<file path="config.mk">
export PLATFORM = sky130hd
export DESIGN_NAME = lecc_regs
export DESIGN_NICKNAME = d
export VERILOG_FILES = /design/src/lecc_pkg.sv /design/src/lecc_err_capture.sv /design/src/lecc_regs.sv
export VERILOG_INCLUDE_DIRS = /design/src
export SDC_FILE = /design/constraint.sdc
export NUM_CORES = 1
export LEC_CHECK = 0
export ABC_AREA = 1
export BUFFER_PORTS_ARGS = -buffer_cell sky130_fd_sc_hd__buf_2
export CAP_MARGIN = 10
export CORE_MARGIN = 2
export CORE_UTILIZATION = 45
export DETAILED_ROUTE_END_ITERATION = 12
export PLACE_DENSITY = 0.79
export SLEW_MARGIN = 40
export SYNTH_ARGS = -nofsm -noshare
export SYNTH_HDL_FRONTEND = slang
export SYNTH_SLANG_ARGS = --single-unit
</file>
<file path="constraint.sdc">
create_clock -name mclk -period 6.4 [get_ports mclk]
set_input_delay 0.96 -clock mclk [delete_from_list [all_inputs] [get_ports mclk]]
set_output_delay 0.96 -clock mclk [all_outputs]
set_load 0.03 [all_outputs]
</file>
<file path="src/lecc_cfg.svh">
// Purpose: Offsets, field positions, reset values and timing figures for the link
//          error address and clock control register bank.
// Assumes: Included by its bare name from the package and the design modules.
// Notes:   Contract
// Contract
// - Capture 16-bit address of first transaction raising timeout or error flag
// - After capture, lock the field; later errors ignored until software writes
// - Any host or controller write to the error address clears captured address to zero and re-arms
// - Lock engages even for address zero; lock tracked apart from value
// - Clock control register resets to all zeros on system reset
// - Two-bit clock select in D1:D0 is read/write; other bits read zero
// - Select 0,1,2,3 gives link clock 64, 32, 16, 8 MHz
// - Select writes go to a buffer, copied only while link clock stopped
`ifndef LECC_CFG_SVH
`define LECC_CFG_SVH

// Host configuration indexes (byte wide)
`define LECC_HOST_IDX_CLK 8'hf8
`define LECC_HOST_IDX_ERR_LO 8'hf4
`define LECC_HOST_IDX_ERR_HI 8'hf5

// Controller peripheral bus offsets (word wide)
`define LECC_EC_OFS_CLK 12'h3f8
`define LECC_EC_OFS_ERR 12'h3f4

// Field layout
`define LECC_CLK_SEL_LSB 0
`define LECC_CLK_SEL_W 2
`define LECC_ERR_ADDR_W 16

// Reset values
`define LECC_CLK_CTRL_RST 32'h0000_0000
`define LECC_CLK_SEL_RST 2'h0
`define LECC_ERR_ADDR_RST 16'h0000

// Link clock rates in MHz per select code
`define LECC_MHZ_SEL0 7'h40
`define LECC_MHZ_SEL1 7'h20
`define LECC_MHZ_SEL2 7'h10
`define LECC_MHZ_SEL3 7'h08

`endif

</file>
<file path="src/lecc_pkg.sv">
// Purpose: Types shared by the link error address and clock control bank.
// Assumes: lecc_cfg.svh is included, but the widths and select codes here are written as literals.
// Notes:   Requests carry a one-cycle valid.
`include "lecc_cfg.svh"
package lecc_pkg;

  typedef struct packed {
    logic valid;
    logic write;
    logic [7:0] index;
    logic [7:0] wdata;
  } lecc_host_req_t;

  typedef struct packed {
    logic valid;
    logic write;
    logic [11:0] offset;
    logic [31:0] wdata;
  } lecc_ec_req_t;

  typedef struct packed {
    logic valid;
    logic [15:0] addr;
  } lecc_err_evt_t;

  typedef enum logic [1:0] {
    LECC_CLK_64 = 2'h0,
    LECC_CLK_32 = 2'h1,
    LECC_CLK_16 = 2'h2,
    LECC_CLK_8  = 2'h3
  } lecc_clk_sel_t;

endpackage

</file>
<file path="src/lecc_err_capture.sv">
// Purpose: First-error address capture with lock and clear-on-write.
// Assumes: Events and clear come from logic on mclk.
// Notes:   Clear wins over a same-cycle event; that event is held one cycle.
`timescale 1ns/100ps
`default_nettype none
`include "lecc_cfg.svh"
module lecc_err_capture #(
  parameter int ADDR_W = `LECC_ERR_ADDR_W
) (
  input wire logic mclk,
  input wire logic rst_n,
  input wire lecc_pkg::lecc_err_evt_t evt,
  input wire logic clear,
  output logic [ADDR_W-1:0] addr_q,
  output logic locked_q
);
  import lecc_pkg::*;

  logic pend_q;
  logic [ADDR_W-1:0] pend_addr_q;

  // Event parked behind a clearing write
  always_ff @(posedge mclk or negedge rst_n) begin
    if (!rst_n) begin
      pend_q <= 1'b0;
      pend_addr_q <= '0;
    end else begin
      pend_q <= clear && evt.valid;
      pend_addr_q <= evt.addr[ADDR_W-1:0];
    end
  end

  always_ff @(posedge mclk or negedge rst_n) begin
    if (!rst_n) begin
      addr_q <= '0;
      locked_q <= 1'b0;
    end else if (clear) begin
      addr_q <= '0;
      locked_q <= 1'b0;
    end else if (!locked_q && pend_q) begin
      addr_q <= pend_addr_q;
      locked_q <= 1'b1;
    end else if (!locked_q && evt.valid) begin
      addr_q <= evt.addr[ADDR_W-1:0];
      locked_q <= 1'b1;
    end
  end

endmodule
`default_nettype wire

</file>
<file path="src/lecc_regs.sv">
// Purpose: Register bank holding the captured error address and the link clock select.
// Assumes: Host config and controller bus requests are one-cycle pulses on mclk;
//          link_clk_run and error events come from logic on mclk.
// Notes:   Read data and acks appear one cycle after the request.
`timescale 1ns/100ps
`default_nettype none
`include "lecc_cfg.svh"
module lecc_regs (
  input wire logic mclk,
  input wire logic resetn,
  input wire lecc_pkg::lecc_host_req_t host_req,
  output logic host_ack_q,
  output logic [7:0] host_rdata_q,
  input wire lecc_pkg::lecc_ec_req_t ec_req,
  output logic ec_ack_q,
  output logic [31:0] ec_rdata_q,
  input wire lecc_pkg::lecc_err_evt_t err_evt,
  input wire logic link_clk_run,
  output lecc_pkg::lecc_clk_sel_t clk_sel_q,
  output logic [6:0] link_clk_mhz_q,
  output logic err_locked_q
);
  import lecc_pkg::*;

  logic rst_meta_q;
  logic rst_n;
  logic host_wr_clk;
  logic ec_wr_clk;
  logic host_wr_err;
  logic ec_wr_err;
  logic err_clear;
  logic [`LECC_CLK_SEL_W-1:0] hold_q;
  logic [`LECC_ERR_ADDR_W-1:0] err_addr;
  logic err_locked;

  // Reset release through two flops
  always_ff @(posedge mclk or negedge resetn) begin
    if (!resetn) begin
      rst_meta_q <= 1'b0;
      rst_n <= 1'b0;
    end else begin
      rst_meta_q <= 1'b1;
      rst_n <= rst_meta_q;
    end
  end

  assign host_wr_clk = host_req.valid && host_req.write && host_req.index == `LECC_HOST_IDX_CLK;
  assign ec_wr_clk = ec_req.valid && ec_req.write && ec_req.offset == `LECC_EC_OFS_CLK;
  assign host_wr_err = host_req.valid && host_req.write &&
                       (host_req.index == `LECC_HOST_IDX_ERR_LO ||
                        host_req.index == `LECC_HOST_IDX_ERR_HI);
  assign ec_wr_err = ec_req.valid && ec_req.write && ec_req.offset == `LECC_EC_OFS_ERR;
  assign err_clear = host_wr_err || ec_wr_err;

  lecc_err_capture #(
    .ADDR_W(`LECC_ERR_ADDR_W)
  ) u_capture (
    .mclk(mclk),
    .rst_n(rst_n),
    .evt(err_evt),
    .clear(err_clear),
    .addr_q(err_addr),
    .locked_q(err_locked)
  );

  // Holding buffer; controller wins a same-cycle collision
  always_ff @(posedge mclk or negedge rst_n) begin
    if (!rst_n) begin
      hold_q <= `LECC_CLK_SEL_RST;
    end else if (ec_wr_clk) begin
      hold_q <= ec_req.wdata[`LECC_CLK_SEL_LSB +: `LECC_CLK_SEL_W];
    end else if (host_wr_clk) begin
      hold_q <= host_req.wdata[`LECC_CLK_SEL_LSB +: `LECC_CLK_SEL_W];
    end
  end

  // Active setting follows the buffer only while link clock stopped
  always_ff @(posedge mclk or negedge rst_n) begin
    if (!rst_n) begin
      clk_sel_q <= LECC_CLK_64;
    end else if (!link_clk_run) begin
      clk_sel_q <= lecc_clk_sel_t'(hold_q);
    end
  end

  // Link clock rate from the active setting
  always_ff @(posedge mclk or negedge rst_n) begin
    if (!rst_n) begin
      link_clk_mhz_q <= `LECC_MHZ_SEL0;
    end else begin
      unique case (clk_sel_q)
        LECC_CLK_64: link_clk_mhz_q <= `LECC_MHZ_SEL0;
        LECC_CLK_32: link_clk_mhz_q <= `LECC_MHZ_SEL1;
        LECC_CLK_16: link_clk_mhz_q <= `LECC_MHZ_SEL2;
        LECC_CLK_8: link_clk_mhz_q <= `LECC_MHZ_SEL3;
      endcase
    end
  end

  always_ff @(posedge mclk or negedge rst_n) begin
    if (!rst_n) begin
      err_locked_q <= 1'b0;
    end else begin
      err_locked_q <= err_locked;
    end
  end

  // Host reads; unmapped indexes read zero
  always_ff @(posedge mclk or negedge rst_n) begin
    if (!rst_n) begin
      host_ack_q <= 1'b0;
      host_rdata_q <= 8'h00;
    end else begin
      host_ack_q <= host_req.valid;
      if (host_req.valid && !host_req.write) begin
        unique case (host_req.index)
          `LECC_HOST_IDX_CLK: host_rdata_q <= {6'h00, clk_sel_q};
          `LECC_HOST_IDX_ERR_LO: host_rdata_q <= err_addr[7:0];
          `LECC_HOST_IDX_ERR_HI: host_rdata_q <= err_addr[15:8];
          default: host_rdata_q <= 8'h00;
        endcase
      end
    end
  end

  // Controller reads; unmapped offsets read zero
  always_ff @(posedge mclk or negedge rst_n) begin
    if (!rst_n) begin
      ec_ack_q <= 1'b0;
      ec_rdata_q <= `LECC_CLK_CTRL_RST;
    end else begin
      ec_ack_q <= ec_req.valid;
      if (ec_req.valid && !ec_req.write) begin
        unique case (ec_req.offset)
          `LECC_EC_OFS_CLK: ec_rdata_q <= {30'h0000_0000, clk_sel_q};
          `LECC_EC_OFS_ERR: ec_rdata_q <= {16'h0000, err_addr};
          default: ec_rdata_q <= 32'h0000_0000;
        endcase
      end
    end
  end

endmodule
`default_nettype wire

</file>
==> metrics.yaml, run 1 <==
placement:
  placed_cells: 565
  port_buffers: 80
  place_ws_ns: 3.898
  routabilityCongestion: 0.7745
  hpwl_mm: 4.847
sta:
  final.setup.tns_ns: 0
  tightest_slew_ns: 0.7772
  slew_headroom: 0.4799
  fin_worst_skew_ns: 0.007469
  slew_viol_final: 0
  setup_violations: 0
  hold_viol: 0
  finalCritPeriodShare: 0.3375
  clock.fmax_mhz: 463.0
  setup_slack_ns: 4.240
  rsz0062_at_grt: "false"
  period_needed_ns: 2.160
  hold-worst-slack_ns: 0.3498
yosys:
  synth_top_cell_by_area: "dfrtp_1"
  synth_seq_cells: 71
  synth_edf_count: 0
  synthTopCellsByArea: "dfrtp_1, nand2_1, nand3_1"
  yosysSeqAreaShare: 0.5424
  syn_area_sq_um: 3278
  ys.flop_type: "dfrtp_1"
  yosysWarnings: 0
  synth.most_common_cell: "nand2_1"
  synth.top_cells.by_count: "nand2_1, dfrtp_1, nand3_1, nor2_1, inv_1"
  synth_top_area_frac: 0.5344
  syn-instance-count: 398
  avgSynthCellArea_sq_um: 8.237
  ys_types: 23
  async_reset_ff_frac: 1.000
final_layout:
  syn_to_final_growth_pct: 17.18
  nNetsFinal: 561
  final_util: 0.5382
  diodes: 0
  drive_gt1_frac: 0.2220
  fin_cells: 581
cts:
  clk_latency_ns: 0.35
  cts_buffers: 9
  ctsHoldBuffers: 0
  clk_pin_slew_ns: 0.07
  cts-root-buf: "clkbuf_8"
  clk_path_buf_depth: 2
  htreeDepth: 3
  post_cts_buffers: 0
  ctsResizeCount: 0
  clkSinkCount: 71
  cts_tree: "done"
routing:
  finalWirelength_mm: 6.630
  routed_via_density: 4.618
  drt_pass1_iterations: 4
  num_vias: 2683
  wl_per_cell_um: 11.41
  drt-initial-drc-count: 167
  drc: 0
  ant_nets: 0
critical_path:
  r2r_end: "u_capture.addr_q[14]"
  worstSetupPathType: "input pin to register"
  critical_path.max_stage_delay_ns: 0.61
  critical_path.most_common_cell: "nand2_1"
  crit_chain: "buf_2 -> nand2_1 -> nor2_1 -> nand2_1 -> o21ai_0 -> nand2_1 -> nand2_1"
  crit_path_start_kind: "input pin"
  cp-end-kind: "register"
  slowest_stage: "nor2_1"
  rrSetupSlack_ns: 4.69
  critPathRequiredTime_ns: 6.68
  crit_path_max_fanout: 14
  rr_startpoint: "u_capture.pend_q"
  critical_path_arrival_ns: 2.44
  ff2ff_path_depth: 5
floorplan:
  fp-row-count: 31
  die_area_sq_um: 7983
  dieHeight_um: 89.35
  coreArea_sq_um: 7137
  io_pins: 136
  die_width_um: 89.35
  initial_core_util: 0.4593
grt:
  grt_pass1_wl_mm: 11.04
  grt_usage: 0.1821
  grt_max_degree: 70
  grt.overflow.total: 0
  antenna_found_initial: 0
  grt_pass1_vias: 2515
pwr:
  p_leak_nw: 2.214
  vdd_ir_drop_max_mv: 0.1281
  powerDensity_nw_per_um2: 283.2
job:
  maxCapViolCount: 0
run_status:
  status: "completed"
worst_hold_path:
  hp-class: "register to async pin"
power by group:
part / leakage (nW) / internal (mW) / total, mW / switching [mW]
clock network: 0.100 / 0.189 / 0.347 / 0.158
registers: 0.891 / 0.512 / 0.557 / 0.0457
logic: 1.22 / 0.0674 / 0.183 / 0.116
total: 2.21 / 0.768 / 1.09 / 0.320
cells in the final DEF (no fill, tap or decap), types with 2 or more instances in the layout:
master / netlist / routed
clkbuf_1: 1 / 2
nor2_1: 49 / 49
clkinv_2: 0 / 3
nand2_1: 112 / 112
nand3_1: 51 / 51
clkbuf_8: 0 / 10
nand4_1: 6 / 6
dfrtp_1: 70 / 69
a21oi_1: 19 / 19
o21ai_0: 6 / 6
conb_1: 2 / 20
buf_2: 5 / 80
nor2_2: 4 / 4
inv_1: 39 / 39
registers in the layout, indices dropped and copies added (netlist names):
register	flops
rst_meta_q	1
link_clk_mhz_q	4
rst_n	1
ec_rdata_q	16
host_ack_q	1
hold_q	2
u_capture.pend_addr_q	16
err_locked_q	1
clk_sel_q	2
ec_ack_q	1
host_rdata_q	8
u_capture.pend_q	1
u_capture.locked_q	1
u_capture.addr_q	16
stage by stage:
step,area [sq um],power (mW)
2_1_floorplan,3346,0.7042
3_3_place_gp,3647,0.7380
3_5_place_dp,3647,0.7482
4_1_cts,3837,1.097
5_1_grt,3841,1.154
6_report,3841,1.088
worst max-delay path by stage:
stage	start	endpoint	slack [ns]	depth (start not counted)
after global routing	host_req[12]	host_rdata_q[4]	4.03	7
after detailed placement	host_req[13]	host_rdata_q[6]	3.90	7
after CTS	host_req[13]	host_rdata_q[6]	4.27	7
after global placement	host_req[13]	host_rdata_q[6]	4.00	7
after floorplan	rst_n	clk_sel_q[0]	4.28	0
final	host_req[13]	host_rdata_q[5]	4.24	7
area by class of cell:
| class | count | area, sq um |
|---|---|---|
| fillers | 704 | 3296 |
| multi-input cells | 274 | 1186 |
| clock buffers | 12 | 145.1 |
| clock inverters | 4 | 45.04 |
| well taps | 99 | 123.9 |
| inverters | 40 | 150.1 |
| flip-flops and latches | 71 | 1779 |
| repair buffers | 81 | 411.6 |
critical path, delay by kind of cell:
family	cells	cell delay (ns)
AO/OA/AOI/OAI	1	0.30
buffers and inverters	1	0.07
AND/OR/NAND/NOR	5	1.10
logic make-up (layout without fill, tap and decap cells):
family | after synthesis | count (layout) | share of synthesized area
compound gates | 26 | 26 | 0.04313
flops | 71 | 71 | 0.5424
simple gates | 228 | 228 | 0.2958
buf+inv | 71 | 137 | 0.1164
other cells | 2 | 20 | 0.002291
metal layers:
layer / wire length [um] / global-route usage / part of all wire / vias up
li1: - / - / - / 1362
met1: 3021 / 0.2296 / 0.46 / 1205
met2: 3062 / 0.2896 / 0.46 / 104
met3: 454 / 0.06002 / 0.068 / 12
met4: 92 / 0.07463 / 0.014 / 0
met5: 0 / 0 / 0 / -
Power figures use the tool's default switching activity.
==> run 2, diff against run 1 <==
clock period = 2 ns   (was 6.4 ns; I/O delays follow)
==> run 2 against run 1 <==
  * Clock power rose to 3.8 times the previous value
  * Critical path depth down 1
  * Via count about the same
  * Register-to-register slack worse by 4.4 ns
  * Sequential power rose to 3.2 times the previous value
  * Die area unchanged
  * Flip-flop and latch count unchanged
  * Critical path type is now register to register
==> metrics.yaml, run 2 (synthesis gave the netlist of run 1 again) <==
floorplan:
  die_width_um: 89.35  # unchanged
  fp-row-count: 31  # unchanged
  io_pins: 136  # unchanged
  dieHeight_um: 89.35  # unchanged
  initial_core_util: 0.4593  # unchanged
  coreArea_sq_um: 7137  # unchanged
  die_area_sq_um: 7983  # unchanged
critical_path:
  cpLargestDelayFamily: "compound AO/OA/AOI/OAI gates"
  critical_path.max_stage_delay_ns: 0.44  # -0.17 ns
  crit_cells: 6  # -1
  crit_chain: "inv_2 -> nand2_4 -> o21ai_4 -> nor2_1 -> a21oi_1 -> nor2_1"
  crit_buf_inv: 1  # unchanged
  critPathLaunch: "u_capture.locked_q"
  ff2ff_path_depth: 6  # +1
  rr_startpoint: "u_capture.locked_q"
  worstSetupPathType: "register to register"
  slowest_stage: "dfrtp_1"
  crit_path_max_fanout: 33  # +19
  critical_path_arrival_ns: 1.91  # -0.53 ns
  cp-end-kind: "register"
  crit_path_start_kind: "register"
  critPathRequiredTime_ns: 2.21  # -4.47 ns
  critical_path.most_common_cell: "nor2_1"
sta:
  slew_viol_final: 0  # unchanged
  finalCritPeriodShare: 0.8478
  fin_worst_skew_ns: 0.01062  # +0.003154 ns
  hold_viol: 0  # unchanged
  hold-worst-slack_ns: 0.07397  # -0.2758 ns
  setup_slack_ns: 0.3043  # -3.936 ns
  final.setup.tns_ns: 0  # unchanged
  clock.fmax_mhz: 589.7
  setup_violations: 0  # unchanged
  rsz0062_at_grt: "false"
  period_needed_ns: 1.696
  slew_headroom: 0.5288  # +0.04885
  tightest_slew_ns: 0.7042  # -0.07307 ns
routing:
  drc: 0  # unchanged
  drt-initial-drc-count: 161  # -3.6%
  routed_via_density: 4.583  # -0.76%
  num_vias: 2681  # -0.075%
  ant_nets: 0  # unchanged
  wl_per_cell_um: 11.51  # +0.86%
  drt_pass1_iterations: 4  # unchanged
  finalWirelength_mm: 6.733  # +1.6%
grt:
  grt_pass1_vias: 2475  # -1.6%
  grt_usage: 0.1852  # +0.003098
  grt_pass1_wl_mm: 11.29  # +2.2%
  grt.overflow.total: 0  # unchanged
  antenna_found_initial: 0  # unchanged
  grt_max_degree: 50  # -29%
worst_hold_path:
  hp-class: "input pin to register"
  hold_start: "err_evt[2]"
  hold_depth: 1
final_layout:
  top_regs: "ec_rdata_q (16), u_capture.addr_q (16), u_capture.pend_addr_q (16)"
  final_area_sq_um: 3934  # +2.4%
  fin_cells: 585  # +0.69%
  nNetsFinal: 565  # +0.71%
  mostFrequentLayoutCell: "nand2_1"
  final_util: 0.5512  # +0.01297
  diodes: 0  # unchanged
  syn_to_final_growth_pct: 20.00
  final_cell_mix: "nand2_1, buf_2, dfrtp_1"
  drive_gt1_frac: 0.2305  # +0.008461
pwr:
  vdd_ir_drop_max_mv: 0.4956  # +290%
  powerDensity_nw_per_um2: 943.7  # +230%
  power_mw: 3.712  # +240%
  p_leak_nw: 2.256  # +1.9%
cts:
  cts-root-buf: "clkbuf_8"
  clk_latency_ns: 0.34  # about the same
  ctsHoldBuffers: 1  # +1
  cts_buffers: 9  # unchanged
  cts_tree: "done"
  post_cts_buffers: 0  # unchanged
  ctsResizeCount: 0  # unchanged
  clk_path_buf_depth: 2  # unchanged
  clkSinkCount: 71  # unchanged
  htreeDepth: 3  # unchanged
  clk_pin_slew_ns: 0.08  # about the same
run_status:
  status: "completed"
placement:
  hpwl_mm: 4.915  # +1.4%
  place_area_sq_um: 3682  # +0.96%
  place_ws_ns: 0.3698  # -3.528 ns
  placed_cells: 568  # +0.53%
  routabilityCongestion: 0.7750  # about the same
  port_buffers: 80  # unchanged
job:
  maxCapViolCount: 0  # unchanged
## run 2: final cells by class
| cell class | instances | area [sq um] |
|---|---|---|
| Clock buffer | 12 | 165.2 |
| Timing Repair Buffer | 85 | 452.9 |
| Multi-Input combinational cell | 274 | 1186 |
| Clock inverter | 4 | 76.32 |
| Inverter | 40 | 150.1 |
| Sequential cell | 71 | 1779 |
| Tap cell | 99 | 123.9 |
| Fill cell | 704 | 3203 |
## run 2: report_power, final
group / switching (mW) / internal, mW / leakage (nW)
registers: 0.150 / 1.64 / 0.891
logic: 0.377 / 0.221 / 1.25
clock network: 0.521 / 0.807 / 0.119
total: 1.05 / 2.66 / 2.26
## run 2: final timing paths
kind                       slack [ns]                  endpoint
max                              0.30      u_capture.addr_q[15]
min                              0.07  u_capture.pend_addr_q[2]
max reg2reg                      0.30      u_capture.addr_q[15]
min reg2reg                      0.22  u_capture.pend_addr_q[6]
max in group asynchronous        1.11         link_clk_mhz_q[6]
min in group asynchronous        0.22  u_capture.pend_addr_q[6]
## run 2: metal layers
metal | GRT usage | vias to the layer above | wire length, um
met3 | 0.04063 | 16 | 336
met1 | 0.2524 | 1209 | 3144
met4 | 0.08684 | 0 | 161
met5 | 0 | - | 0
li1 | - | 1370 | -
met2 | 0.2828 | 86 | 3090
